**src/dbgtp_top_end.sv**
```systemverilog
`timescale 1ns/10ps

```
**src/dbgtp_pkg.sv**
```systemverilog
package dbgtp_pkg;
  localparam int IR_W = 5;
  localparam logic [4:0] IR_EXTEST = 5'h00;
  localparam logic [4:0] IR_IDCODE = 5'h01;
  localparam logic [4:0] IR_SAMPLE = 5'h02;
  localparam logic [4:0] IR_IMPL = 5'h03;
  localparam logic [4:0] IR_INTEST = 5'h04;
  localparam logic [4:0] IR_HIZ = 5'h05;
  localparam logic [4:0] IR_CLAMP = 5'h06;
  localparam logic [4:0] IR_BYP_LO = 5'h07;
  localparam logic [4:0] IR_ADDR = 5'h08;
  localparam logic [4:0] IR_DATA = 5'h09;
  localparam logic [4:0] IR_CTRL = 5'h0a;
  localparam logic [4:0] IR_ALL = 5'h0b;
  localparam logic [4:0] IR_TRACE = 5'h10;
  localparam logic [4:0] IR_BYPASS = 5'h1f;
  localparam logic [4:0] IR_CAPTURE = 5'h01;
  localparam int CTRL_BREAK_STATUS_FLAG = 3;
  localparam int CTRL_BRKREQ = 12;
  localparam int DBG_DBP = 1;
  localparam int DBG_PROBE_BREAK_INPUT = 5;
  localparam int DBG_DM = 30;
  localparam int DBG_DBD = 31;
  localparam logic [5:0] OP_SPECIAL = 6'h00;
  localparam logic [5:0] FN_SWBRK = 6'h3f;
  localparam logic [5:0] FN_SWBRK_OLD = 6'h0e;
  localparam logic [31:0] DRET_WORD = 32'h4200_001f;
  localparam logic [31:0] ADDR_SCRATCH = 32'h0fff_e210;
  localparam logic [31:0] ADDR_CFG = 32'h0fff_e214;
  localparam logic [31:0] ADDR_STAT = 32'h0fff_e218;
  localparam logic [7:0] CFG_DIV_RST = 8'h04;
  localparam logic [5:0] TRC_BITS = 6'h20;
  typedef enum logic [3:0] {
    T_RESET, T_IDLE, T_SEL_DR, T_CAP_DR, T_SH_DR, T_EX1_DR, T_PA_DR, T_EX2_DR,
    T_UP_DR, T_SEL_IR, T_CAP_IR, T_SH_IR, T_EX1_IR, T_PA_IR, T_EX2_IR, T_UP_IR
  } dbgtp_tap_t;
endpackage

```
**src/dbgtp_tap.sv**
```systemverilog
`timescale 1ns/10ps
module dbgtp_tap (
  input wire logic pclk,
  input wire logic presetn,
  input wire logic step,
  input wire logic tms,
  output dbgtp_pkg::dbgtp_tap_t state_r
);
  dbgtp_pkg::dbgtp_tap_t state_nxt;

  always_comb
  begin
    state_nxt = state_r;
    case (state_r)
      dbgtp_pkg::T_RESET: state_nxt = tms ? dbgtp_pkg::T_RESET : dbgtp_pkg::T_IDLE;
      dbgtp_pkg::T_IDLE: state_nxt = tms ? dbgtp_pkg::T_SEL_DR : dbgtp_pkg::T_IDLE;
      dbgtp_pkg::T_SEL_DR: state_nxt = tms ? dbgtp_pkg::T_SEL_IR : dbgtp_pkg::T_CAP_DR;
      dbgtp_pkg::T_CAP_DR: state_nxt = tms ? dbgtp_pkg::T_EX1_DR : dbgtp_pkg::T_SH_DR;
      dbgtp_pkg::T_SH_DR: state_nxt = tms ? dbgtp_pkg::T_EX1_DR : dbgtp_pkg::T_SH_DR;
      dbgtp_pkg::T_EX1_DR: state_nxt = tms ? dbgtp_pkg::T_UP_DR : dbgtp_pkg::T_PA_DR;
      dbgtp_pkg::T_PA_DR: state_nxt = tms ? dbgtp_pkg::T_EX2_DR : dbgtp_pkg::T_PA_DR;
      dbgtp_pkg::T_EX2_DR: state_nxt = tms ? dbgtp_pkg::T_UP_DR : dbgtp_pkg::T_SH_DR;
      dbgtp_pkg::T_UP_DR: state_nxt = tms ? dbgtp_pkg::T_SEL_DR : dbgtp_pkg::T_IDLE;
      dbgtp_pkg::T_SEL_IR: state_nxt = tms ? dbgtp_pkg::T_RESET : dbgtp_pkg::T_CAP_IR;
      dbgtp_pkg::T_CAP_IR: state_nxt = tms ? dbgtp_pkg::T_EX1_IR : dbgtp_pkg::T_SH_IR;
      dbgtp_pkg::T_SH_IR: state_nxt = tms ? dbgtp_pkg::T_EX1_IR : dbgtp_pkg::T_SH_IR;
      dbgtp_pkg::T_EX1_IR: state_nxt = tms ? dbgtp_pkg::T_UP_IR : dbgtp_pkg::T_PA_IR;
      dbgtp_pkg::T_PA_IR: state_nxt = tms ? dbgtp_pkg::T_EX2_IR : dbgtp_pkg::T_PA_IR;
      dbgtp_pkg::T_EX2_IR: state_nxt = tms ? dbgtp_pkg::T_UP_IR : dbgtp_pkg::T_SH_IR;
      dbgtp_pkg::T_UP_IR: state_nxt = tms ? dbgtp_pkg::T_SEL_DR : dbgtp_pkg::T_IDLE;
      default: state_nxt = dbgtp_pkg::T_RESET;
    endcase
  end

  always_ff @(posedge pclk or negedge presetn)
  begin
    if (!presetn)
      state_r <= dbgtp_pkg::T_RESET;
    else if (step)
      state_r <= state_nxt;
  end
endmodule

```
**src/dbgtp_top.sv**
```systemverilog
`timescale 1ns/10ps
module dbgtp_top #(
  parameter int BSR_LEN = 16,
  parameter logic [31:0] DBG_VECTOR = 32'hff20_0200,
  parameter logic [31:0] IMPL_VAL = 32'h0000_0001,
  parameter logic [31:0] ID_VAL = 32'h1234_5671 // arbitrary id value
) (
  input wire logic pclk,
  input wire logic presetn,
  input wire logic psel,
  input wire logic penable,
  input wire logic pwrite,
  input wire logic [31:0] paddr,
  input wire logic [31:0] pwdata,
  output logic pready,
  output logic [31:0] prdata,
  output logic pslverr,
  input wire logic tck,
  input wire logic tms,
  input wire logic tdi,
  output logic tdo,
  output logic tdo_oe_n,
  input wire logic [BSR_LEN-1:0] pin_in,
  input wire logic [BSR_LEN-1:0] core_pin_out,
  input wire logic [BSR_LEN-1:0] core_result,
  output logic [BSR_LEN-1:0] pin_out,
  output logic [BSR_LEN-1:0] pin_oe_n,
  output logic [BSR_LEN-1:0] core_stim,
  output logic core_test,
  input wire logic [31:0] addr_capture,
  input wire logic [31:0] data_capture,
  output logic [31:0] addr_update,
  output logic [31:0] data_update,
  input wire logic trace_pc_valid,
  input wire logic [31:0] trace_pc,
  input wire logic [2:0] trace_status,
  output logic [2:0] trace_status_pins,
  output logic debug_clock,
  input wire logic instr_valid,
  input wire logic [31:0] instr_word,
  input wire logic [31:0] instr_pc,
  input wire logic instr_in_slot,
  input wire logic [31:0] slot_branch_pc,
  input wire logic cp0_usable,
  input wire logic coprocessor_move_write,
  input wire logic [31:0] move_wdata,
  output logic pc_redirect,
  output logic [31:0] pc_target,
  output logic cop_unusable_exc,
  output logic debug_mode_flag,
  output logic exc_mask,
  output logic [31:0] debug_reg,
  output logic [31:0] debug_return_address
);
  if (BSR_LEN < 2) $error("scan chain too short");

  function automatic logic is_swbrk(input logic [31:0] w);
    return w[31:26] == dbgtp_pkg::OP_SPECIAL &&
      (w[5:0] == dbgtp_pkg::FN_SWBRK || w[5:0] == dbgtp_pkg::FN_SWBRK_OLD);
  endfunction

  // pin synchronisers
  logic tck_s1_r, tck_s2_r, tck_d_r, tms_s1_r, tms_s2_r, tdi_s1_r, tdi_s2_r;
  always_ff @(posedge pclk or negedge presetn)
  begin
    if (!presetn)
    begin
      {tck_s1_r, tck_s2_r, tck_d_r} <= 3'h0;
      {tms_s1_r, tms_s2_r, tdi_s1_r, tdi_s2_r} <= 4'hf;
    end
    else
    begin
      tck_s1_r <= tck;
      tck_s2_r <= tck_s1_r;
      tck_d_r <= tck_s2_r;
      tms_s1_r <= tms;
      tms_s2_r <= tms_s1_r;
      tdi_s1_r <= tdi;
      tdi_s2_r <= tdi_s1_r;
    end
  end
  logic rise, fall;
  assign rise = tck_s2_r & ~tck_d_r;
  assign fall = ~tck_s2_r & tck_d_r;

  dbgtp_pkg::dbgtp_tap_t st;
  dbgtp_tap u_tap (
    .pclk(pclk),
    .presetn(presetn),
    .step(rise),
    .tms(tms_s2_r),
    .state_r(st)
  );

  logic cap, shf, upd, trace_r, trace_go, dm_r, brkreq_r;
  assign cap = rise && st == dbgtp_pkg::T_CAP_DR;
  assign shf = rise && st == dbgtp_pkg::T_SH_DR;
  assign upd = rise && st == dbgtp_pkg::T_UP_DR;

  // instruction register
  logic [4:0] ir_r, ir_sh_r;
  assign trace_go = ir_r == dbgtp_pkg::IR_TRACE && st == dbgtp_pkg::T_IDLE;
  always_ff @(posedge pclk or negedge presetn)
  begin
    if (!presetn)
    begin
      ir_r <= dbgtp_pkg::IR_BYPASS;
      ir_sh_r <= dbgtp_pkg::IR_CAPTURE;
    end
    else if (trace_go)
      ir_r <= dbgtp_pkg::IR_BYPASS;
    else if (rise)
    begin
      if (st == dbgtp_pkg::T_RESET)
        ir_r <= dbgtp_pkg::IR_BYPASS;
      else if (st == dbgtp_pkg::T_CAP_IR)
        ir_sh_r <= dbgtp_pkg::IR_CAPTURE;
      else if (st == dbgtp_pkg::T_SH_IR)
        ir_sh_r <= {tdi_s2_r, ir_sh_r[4:1]};
      else if (st == dbgtp_pkg::T_UP_IR)
        ir_r <= ir_sh_r;
    end
  end

  logic sel_bsr, sel_addr, sel_data, sel_ctrl, sel_all, sel_const, drive_bsr;
  assign sel_bsr = ir_r == dbgtp_pkg::IR_EXTEST || ir_r == dbgtp_pkg::IR_SAMPLE || ir_r == dbgtp_pkg::IR_INTEST;
  assign sel_all = ir_r == dbgtp_pkg::IR_ALL;
  assign sel_addr = ir_r == dbgtp_pkg::IR_ADDR || sel_all;
  assign sel_data = ir_r == dbgtp_pkg::IR_DATA || sel_all;
  assign sel_ctrl = ir_r == dbgtp_pkg::IR_CTRL || sel_all;
  assign sel_const = ir_r == dbgtp_pkg::IR_IDCODE || ir_r == dbgtp_pkg::IR_IMPL;
  assign drive_bsr = ir_r == dbgtp_pkg::IR_EXTEST || ir_r == dbgtp_pkg::IR_CLAMP;

  // bypass stage and fixed-value registers
  logic byp_r;
  logic [31:0] cst_r;
  always_ff @(posedge pclk or negedge presetn)
  begin
    if (!presetn)
    begin
      byp_r <= 1'b0;
      cst_r <= 32'h0;
    end
    else if (cap)
    begin
      byp_r <= 1'b0;
      cst_r <= ir_r == dbgtp_pkg::IR_IMPL ? IMPL_VAL : ID_VAL;
    end
    else if (shf)
    begin
      byp_r <= tdi_s2_r;
      cst_r <= {tdi_s2_r, cst_r[31:1]};
    end
  end

  // boundary scan chain
  logic [BSR_LEN-1:0] bsr_r, bsr_upd_r;
  always_ff @(posedge pclk or negedge presetn)
  begin
    if (!presetn)
    begin
      bsr_r <= '0;
      bsr_upd_r <= '0;
    end
    else if (sel_bsr && cap)
      bsr_r <= ir_r == dbgtp_pkg::IR_INTEST ? core_result : pin_in;
    else if (sel_bsr && shf)
      bsr_r <= {tdi_s2_r, bsr_r[BSR_LEN-1:1]};
    else if (sel_bsr && upd)
      bsr_upd_r <= bsr_r;
  end

  // probe address, data and control paths
  logic [31:0] addr_sh_r, data_sh_r, ctrl_sh_r, ctrl_r;
  always_ff @(posedge pclk or negedge presetn)
  begin
    if (!presetn)
    begin
      addr_sh_r <= 32'h0;
      data_sh_r <= 32'h0;
      ctrl_sh_r <= 32'h0;
    end
    else if (cap)
    begin
      if (sel_addr)
        addr_sh_r <= addr_capture;
      if (sel_data)
        data_sh_r <= data_capture;
      if (sel_ctrl)
        ctrl_sh_r <= ctrl_r;
    end
    else if (shf)
    begin
      if (sel_addr)
        addr_sh_r <= {sel_all ? data_sh_r[0] : tdi_s2_r, addr_sh_r[31:1]};
      if (sel_data)
        data_sh_r <= {sel_all ? ctrl_sh_r[0] : tdi_s2_r, data_sh_r[31:1]};
      if (sel_ctrl)
        ctrl_sh_r <= {tdi_s2_r, ctrl_sh_r[31:1]};
    end
  end

  always_ff @(posedge pclk or negedge presetn)
  begin
    if (!presetn)
    begin
      addr_update <= 32'h0;
      data_update <= 32'h0;
    end
    else if (upd)
    begin
      if (sel_addr)
        addr_update <= addr_sh_r;
      if (sel_data)
        data_update <= data_sh_r;
    end
  end

  // control register, break status mirrors debug mode
  logic brk_in;
  assign brk_in = trace_r && !tdi_s2_r;
  always_ff @(posedge pclk or negedge presetn)
  begin
    if (!presetn)
      ctrl_r <= 32'h0;
    else
    begin
      if (upd && sel_ctrl)
        ctrl_r <= ctrl_sh_r;
      ctrl_r[dbgtp_pkg::CTRL_BREAK_STATUS_FLAG] <= dm_r;
      if (brk_in || (upd && sel_ctrl && ctrl_sh_r[dbgtp_pkg::CTRL_BRKREQ]))
        ctrl_r[dbgtp_pkg::CTRL_BRKREQ] <= 1'b1;
    end
  end
  assign brkreq_r = ctrl_r[dbgtp_pkg::CTRL_BRKREQ];

  // pin control
  always_ff @(posedge pclk or negedge presetn)
  begin
    if (!presetn)
    begin
      pin_out <= '0;
      pin_oe_n <= '1;
      core_stim <= '0;
      core_test <= 1'b0;
    end
    else
    begin
      pin_out <= drive_bsr ? bsr_upd_r : core_pin_out;
      pin_oe_n <= ir_r == dbgtp_pkg::IR_HIZ ? '1 : '0;
      core_stim <= bsr_upd_r;
      core_test <= ir_r == dbgtp_pkg::IR_INTEST;
    end
  end

  // debug clock divider, software sets the rate
  logic [7:0] cfg_div_r, div_cnt_r;
  logic debug_clock_en;
  assign debug_clock_en = div_cnt_r == 8'h0;
  always_ff @(posedge pclk or negedge presetn)
  begin
    if (!presetn)
    begin
      div_cnt_r <= 8'h0;
      debug_clock <= 1'b0;
    end
    else
    begin
      div_cnt_r <= debug_clock_en ? cfg_div_r : div_cnt_r - 8'h1;
      if (debug_clock_en)
        debug_clock <= ~debug_clock;
    end
  end

  // real-time trace
  logic [31:0] trc_sh_r;
  logic dbg_exc;
  always_ff @(posedge pclk or negedge presetn)
  begin
    if (!presetn)
    begin
      trace_r <= 1'b0;
      trc_sh_r <= 32'h0;
      trace_status_pins <= 3'h0;
    end
    else
    begin
      if (trace_go)
        trace_r <= 1'b1;
      else if (brk_in || dbg_exc)
        trace_r <= 1'b0;
      if (trace_r && trace_pc_valid)
        trc_sh_r <= trace_pc;
      else if (trace_r && debug_clock_en && debug_clock)
      begin
        trc_sh_r <= {1'b0, trc_sh_r[31:1]};
        trace_status_pins <= trace_status;
      end
    end
  end

  // serial output changes on falling test clock, trace on debug clock
  logic tdo_bit;
  always_comb
  begin
    tdo_bit = byp_r;
    if (st == dbgtp_pkg::T_SH_IR)
      tdo_bit = ir_sh_r[0];
    else if (sel_addr)
      tdo_bit = addr_sh_r[0];
    else if (sel_data)
      tdo_bit = data_sh_r[0];
    else if (sel_ctrl)
      tdo_bit = ctrl_sh_r[0];
    else if (sel_bsr)
      tdo_bit = bsr_r[0];
    else if (sel_const)
      tdo_bit = cst_r[0];
  end
  always_ff @(posedge pclk or negedge presetn)
  begin
    if (!presetn)
    begin
      tdo <= 1'b0;
      tdo_oe_n <= 1'b1;
    end
    else if (trace_r)
    begin
      tdo <= trc_sh_r[0];
      tdo_oe_n <= 1'b0;
    end
    else if (fall)
    begin
      tdo <= tdo_bit;
      tdo_oe_n <= !(st == dbgtp_pkg::T_SH_DR || st == dbgtp_pkg::T_SH_IR);
    end
  end

  // debug exceptions and return
  logic brk_take, jtag_take, debug_return_instr_hit, debug_return_instr_pend_r, slot_done, dbd_r, dbp_r, probe_break_input_r;
  assign brk_take = instr_valid && !debug_return_instr_pend_r && is_swbrk(instr_word) && !dm_r;
  assign jtag_take = brkreq_r && !dm_r && !brk_take;
  assign dbg_exc = brk_take || jtag_take;
  assign debug_return_instr_hit = instr_valid && !debug_return_instr_pend_r && instr_word == dbgtp_pkg::DRET_WORD;
  assign slot_done = debug_return_instr_pend_r && instr_valid;
  always_ff @(posedge pclk or negedge presetn)
  begin
    if (!presetn)
    begin
      dm_r <= 1'b0;
      exc_mask <= 1'b0;
      debug_return_instr_pend_r <= 1'b0;
      {dbd_r, dbp_r, probe_break_input_r} <= 3'h0;
      pc_redirect <= 1'b0;
      pc_target <= 32'h0;
      cop_unusable_exc <= 1'b0;
    end
    else
    begin
      pc_redirect <= 1'b0;
      cop_unusable_exc <= debug_return_instr_hit && !cp0_usable;
      if (debug_return_instr_hit && cp0_usable)
        debug_return_instr_pend_r <= 1'b1;
      if (dbg_exc)
      begin
        dm_r <= 1'b1;
        exc_mask <= 1'b1;
        dbd_r <= brk_take && instr_in_slot;
        dbp_r <= brk_take;
        probe_break_input_r <= jtag_take;
        pc_redirect <= 1'b1;
        pc_target <= DBG_VECTOR;
      end
      else if (slot_done)
      begin
        debug_return_instr_pend_r <= 1'b0;
        dm_r <= 1'b0;
        exc_mask <= 1'b0;
        pc_redirect <= 1'b1;
        pc_target <= debug_return_address;
      end
    end
  end

  always_ff @(posedge pclk or negedge presetn)
  begin
    if (!presetn)
      debug_return_address <= 32'h0;
    else if (brk_take)
      debug_return_address <= instr_in_slot ? slot_branch_pc : instr_pc;
    else if (coprocessor_move_write)
      debug_return_address <= move_wdata;
  end

  always_comb
  begin
    debug_reg = 32'h0;
    debug_reg[dbgtp_pkg::DBG_DBD] = dbd_r;
    debug_reg[dbgtp_pkg::DBG_DM] = dm_r;
    debug_reg[dbgtp_pkg::DBG_PROBE_BREAK_INPUT] = probe_break_input_r;
    debug_reg[dbgtp_pkg::DBG_DBP] = dbp_r;
  end
  assign debug_mode_flag = dm_r;

  // apb slave, answers one cycle into the access phase
  logic [31:0] scratch_r;
  logic acc;
  assign acc = psel && penable && !pready;
  always_ff @(posedge pclk or negedge presetn)
  begin
    if (!presetn)
    begin
      pready <= 1'b0;
      prdata <= 32'h0;
      pslverr <= 1'b0;
      scratch_r <= 32'h0;
      cfg_div_r <= dbgtp_pkg::CFG_DIV_RST;
    end
    else
    begin
      pready <= acc;
      pslverr <= 1'b0;
      prdata <= 32'h0;
      if (acc)
      begin
        case (paddr)
          dbgtp_pkg::ADDR_SCRATCH:
          begin
            prdata <= scratch_r;
            if (pwrite)
              scratch_r <= pwdata;
          end
          dbgtp_pkg::ADDR_CFG:
          begin
            prdata <= {24'h0, cfg_div_r};
            if (pwrite)
              cfg_div_r <= pwdata[7:0];
          end
          dbgtp_pkg::ADDR_STAT: prdata <= {28'h0, debug_return_instr_pend_r, trace_r, brkreq_r, dm_r};
          default: pslverr <= 1'b1;
        endcase
      end
    end
  end
endmodule

```
**config.mk**
```make
export PLATFORM = sky130hd
export DESIGN_NAME = dbgtp_top
export DESIGN_NICKNAME = d
export VERILOG_FILES = /design/src/dbgtp_top_end.sv /design/src/dbgtp_pkg.sv /design/src/dbgtp_tap.sv /design/src/dbgtp_top.sv
export SDC_FILE = /design/constraint.sdc
export NUM_CORES = 1
export LEC_CHECK = 0
export ABC_AREA = 1
export BUFFER_PORTS_ARGS = -buffer_cell sky130_fd_sc_hd__buf_4
export CORE_AREA = 2 2 234 236
export CTS_BUF_LIST = sky130_fd_sc_hd__clkbuf_8
export DETAILED_ROUTE_END_ITERATION = 8
export DIE_AREA = 0 0 236 238
export PLACE_DENSITY_LB_ADDON = 0.05
export SLEW_MARGIN = 20
export SYNTH_ARGS = -nofsm -noshare
export SYNTH_HDL_FRONTEND = slang
export SYNTH_SLANG_ARGS = --single-unit
export TNS_END_PERCENT = 50
```
**constraint.sdc**
```tcl
create_clock -name pclk -period 3.55 [get_ports pclk]
set_input_delay 0.1775 -clock pclk [delete_from_list [all_inputs] [get_ports pclk]]
set_output_delay 0.1775 -clock pclk [all_outputs]
set_load 0.005 [all_outputs]
```
==> impl_results.md <==
* Final period util at between 90 and 100%
* RSZ-0062 raised after global routing: false
* Largest net degree at the start of global routing at 168
* Clock skew at roughly 26 ps
* Most used routing layer: met2
* Slew @ Worst Pin at between 1000 and 1500 ps
* Leading cell type in the layout, fill and taps excluded: nand2_1
* CTS Buf Count at 88
* Startpoint Class: flip-flop
* Width of the die at approximately 240 um
* Initial antenna violation count at 3
* GR Util met1 at 29.5%
* CTS tree: built
* Most frequent cells in the layout: nand2_1 (606), buf_4 (605), dfrtp_1 (490)
* Gpl congestion at 0.826
* R2R Path End: debug_return_address[30]$_DFFE_PN0P_
* Drt wl/cell at approximately 16 um
* WP data arrival at approximately 3800 ps
* Crit Path Category: flip-flop to flip-flop
* Vias at between 15000 and 20000
* Hold Crit Depth at 5
* First-pass GRT wire length at between 100 and 150 mm
* Post-synthesis cell type count at 39
* Number of max-cap violations at 0
* Worst min path class: input port to flip-flop
* Fmax at around 300 MHz
* Post-Route WL at about 65 mm
* Status: finished, final reports clean
* CTS Sinks at 503
* Crit. End Element: flip-flop
* WP data required at ~4000 ps
* #FFs+latches synth at 503
* Power Dens Cells at 520 nW/um2
* GRT Resource Usage Total at roughly 23%
* Worst hold start: trace_pc_valid
* CP top delay family: buffers and inverters
* Filler cells at just under 5000
* I/O pins at just over 600
* Slew headroom at between 30% and 40%
* Final hold viol count at 0
* Mapped Area at between 20000 and 25000 um2
* Dominant synthesized flop cell: dfrtp_1
* CP max stage delay at around 590 ps
* Drt drc at 0
* GR met2 Demand/Resource at 37.8%
* H-tree depth at 3
* Die height at around 240 um
* Clk Latency, worst-skew pair at about 650 ps
* Cell Chain, Critical Path: inv_1 > nand2_1 > nor2_1 > nand2_1 > nor2_2 > buf_4 > inv_4 > nand3_1 > dlygate4sd3_1 > nand3_1 > dlygate4sd3_1
* Final Max Tran Viols at 0
* Worst Path Buf+Inv at 5
* RR Startpoint: debug_return_instr_pend_r$_DFF_PN0_
* Worst-path clk slew at approximately 60 ps
* DRT Pass-1 Iters at 6
* Root buffer cell: clkbuf_8
* Starting Density at between 40 and 50%
* CORE AREA at 53500 um2
* PortBufs at roughly 580
* Post-DP HPWL at 43.3 mm
* Max clock buf depth at 3
* Synth-to-Final Area Change at 43.8%
* Vias in the first global route at ~20000
* Syn_area_per_cell at 9.03 um2
* Area of the multi-input gates at 7430 um2
* Total power at 16.1 mW
* Via density per instance at 4.91
* # rows at 85
* Post-CTS setup buffers at 0
* CP max-delay cell: dlygate4sd3_1
* Fin Setup TNS at 0 ps
* Total gr overflow at 0
* Reg-to-reg slack, setup at about 270 ps
* Minimum clock period at around 3300 ps
* Reg area at 12600 um2
* Syn Inst Count at around 2400
* Share of cells above drive strength 1 at between 20% and 30%
* Ys Warns at 0
* Worst vdd ir at roughly 0.36 mV
* Post-synth EDFFs at 0
* R2R depth at 11
* Worst hold endpoint: trc_sh_r[2]$_DFFE_PN0P_
* Post-synthesis sequential area ratio at roughly three fifths
* Nets at roughly 3600
* Number of DRC markers in iteration 0 at about 1300
* Setup violations, final at 0
* Post-DRT Antenna Nets at 0
* CP max FO at 66
* Die area at around 56000 um2
* Asr flop ratio synth at 100%
* M3 GR Usage at 4.96%
* P_leak at roughly 16 nW
## routing by layer
layer | vias up | part of all wire (%)
li1 | 9497 | -
met1 | 9417 | 43
met2 | 567 | 49
met3 | 126 | 5.3
met4 | 2 | 2.9
met5 | - | 0.011
## area by class of cell
| type | count | area share (%) |
|---|---|---|
| Antenna cell | 2 | 0.0161 |
| Clock buffer | 108 | 4.79 |
| Clock inverter | 45 | 0.637 |
| Inverter | 196 | 2.38 |
| Multi-Input combinational cell | 1534 | 23.9 |
| Sequential cell | 503 | 40.6 |
| Tap cell | 696 | 2.81 |
| Timing Repair Buffer | 912 | 24.8 |
## worst max-delay path by stage
stage | depth (start not counted) | from | endpoint
6_report | 11 | debug_return_instr_pend_r$_DFF_PN0_ | debug_return_address[30]$_DFFE_PN0P_
5_1_grt | 11 | debug_return_instr_pend_r$_DFF_PN0_ | debug_return_address[30]$_DFFE_PN0P_
4_1_cts | 11 | debug_return_instr_pend_r$_DFF_PN0_ | debug_return_address[19]$_DFFE_PN0P_
3_5_place_dp | 9 | u_tap.state_r[0]$_DFFE_PN0P_ | addr_sh_r[31]$_DFFE_PN0P_
3_3_place_gp | 10 | u_tap.state_r[3]$_DFFE_PN0P_ | addr_sh_r[31]$_DFFE_PN0P_
2_1_floorplan | 6 | ir_r[0]$_DFFE_PN1P_ | pin_out[10]$_DFF_PN0_
## report_power, final
part	switching (mW)	internal [mW]	leakage (nW)	total (mW)
clock network	2.37	2.73	0.987	5.11
logic	1.84	1.81	8.25	3.65
registers	0.591	6.79	6.33	7.38
total	4.81	11.3	15.6	16.1
## Yosys cell counts (all sizes together), types with 8 or more instances
cell type    n  area (um2)
a21oi       19        95.1
a22oi       10        75.1
buf         94         589
clkbuf      88         330
dfrtp      490       12300
dfstp       13         342
inv        194         728
mux2        16         180
nand2      608        2280
nand3      225        1130
nor2       127         533
o211ai     142        1070
o21ai      275        1380
o22a        10        87.6
o22ai        8        50.1
or2         37         231
## metrics by stage
step	setup slack [ps]	hold WS [ps]	cell area [um2]	util, %	std cells
after floorplan	1730	-118	21700	-	2415
after global placement	950	288	26400	49.3	3543
after detailed placement	868	287	26400	49.3	3543
after CTS	72.6	0.266	31000	58.0	3994
after global routing	54.1	36.1	31000	58.0	3996
final	268	65.7	31000	58.0	3996
## worst reg2reg max path: cells and delay by family, from the launching register on
family | cells | cell delay [ps]
buffers and inverters | 5 | 1950
AND/OR/NAND/NOR | 6 | 760
flip-flops | 1 | 440
## what timing repair did
action | 4_1_cts | 5_1_grt
endpoints found under the setup margin | 0 | 24
hold buffers | 298 | 0
gates resized for setup | 0 | 1
hold endpoints to repair | 297 | 0
## registers in the layout (all words and copies together) (netlist names), 16 cells and up
register,cells
addr_sh_r,32
addr_update,32
ctrl_r,32
ctrl_sh_r,32
data_sh_r,32
data_update,32
debug_return_address,32
pc_target,32
prdata,32
scratch_r,32
trc_sh_r,32
cst_r,31
bsr_r,16
bsr_upd_r,16
core_stim,16
pin_out,16
## cells by family after synthesis
family,after synthesis,synth area share [%]
flops,503,58.4
simple gates,1012,19.8
mux,16,0.835
xor+xnor,5,0.203
buf+inv,378,7.67
other cells,1,0.0174
fa+ha+maj,1,0.0580
compound gates,472,13.0
No activity file was read; power rests on OpenSTA's default activity.
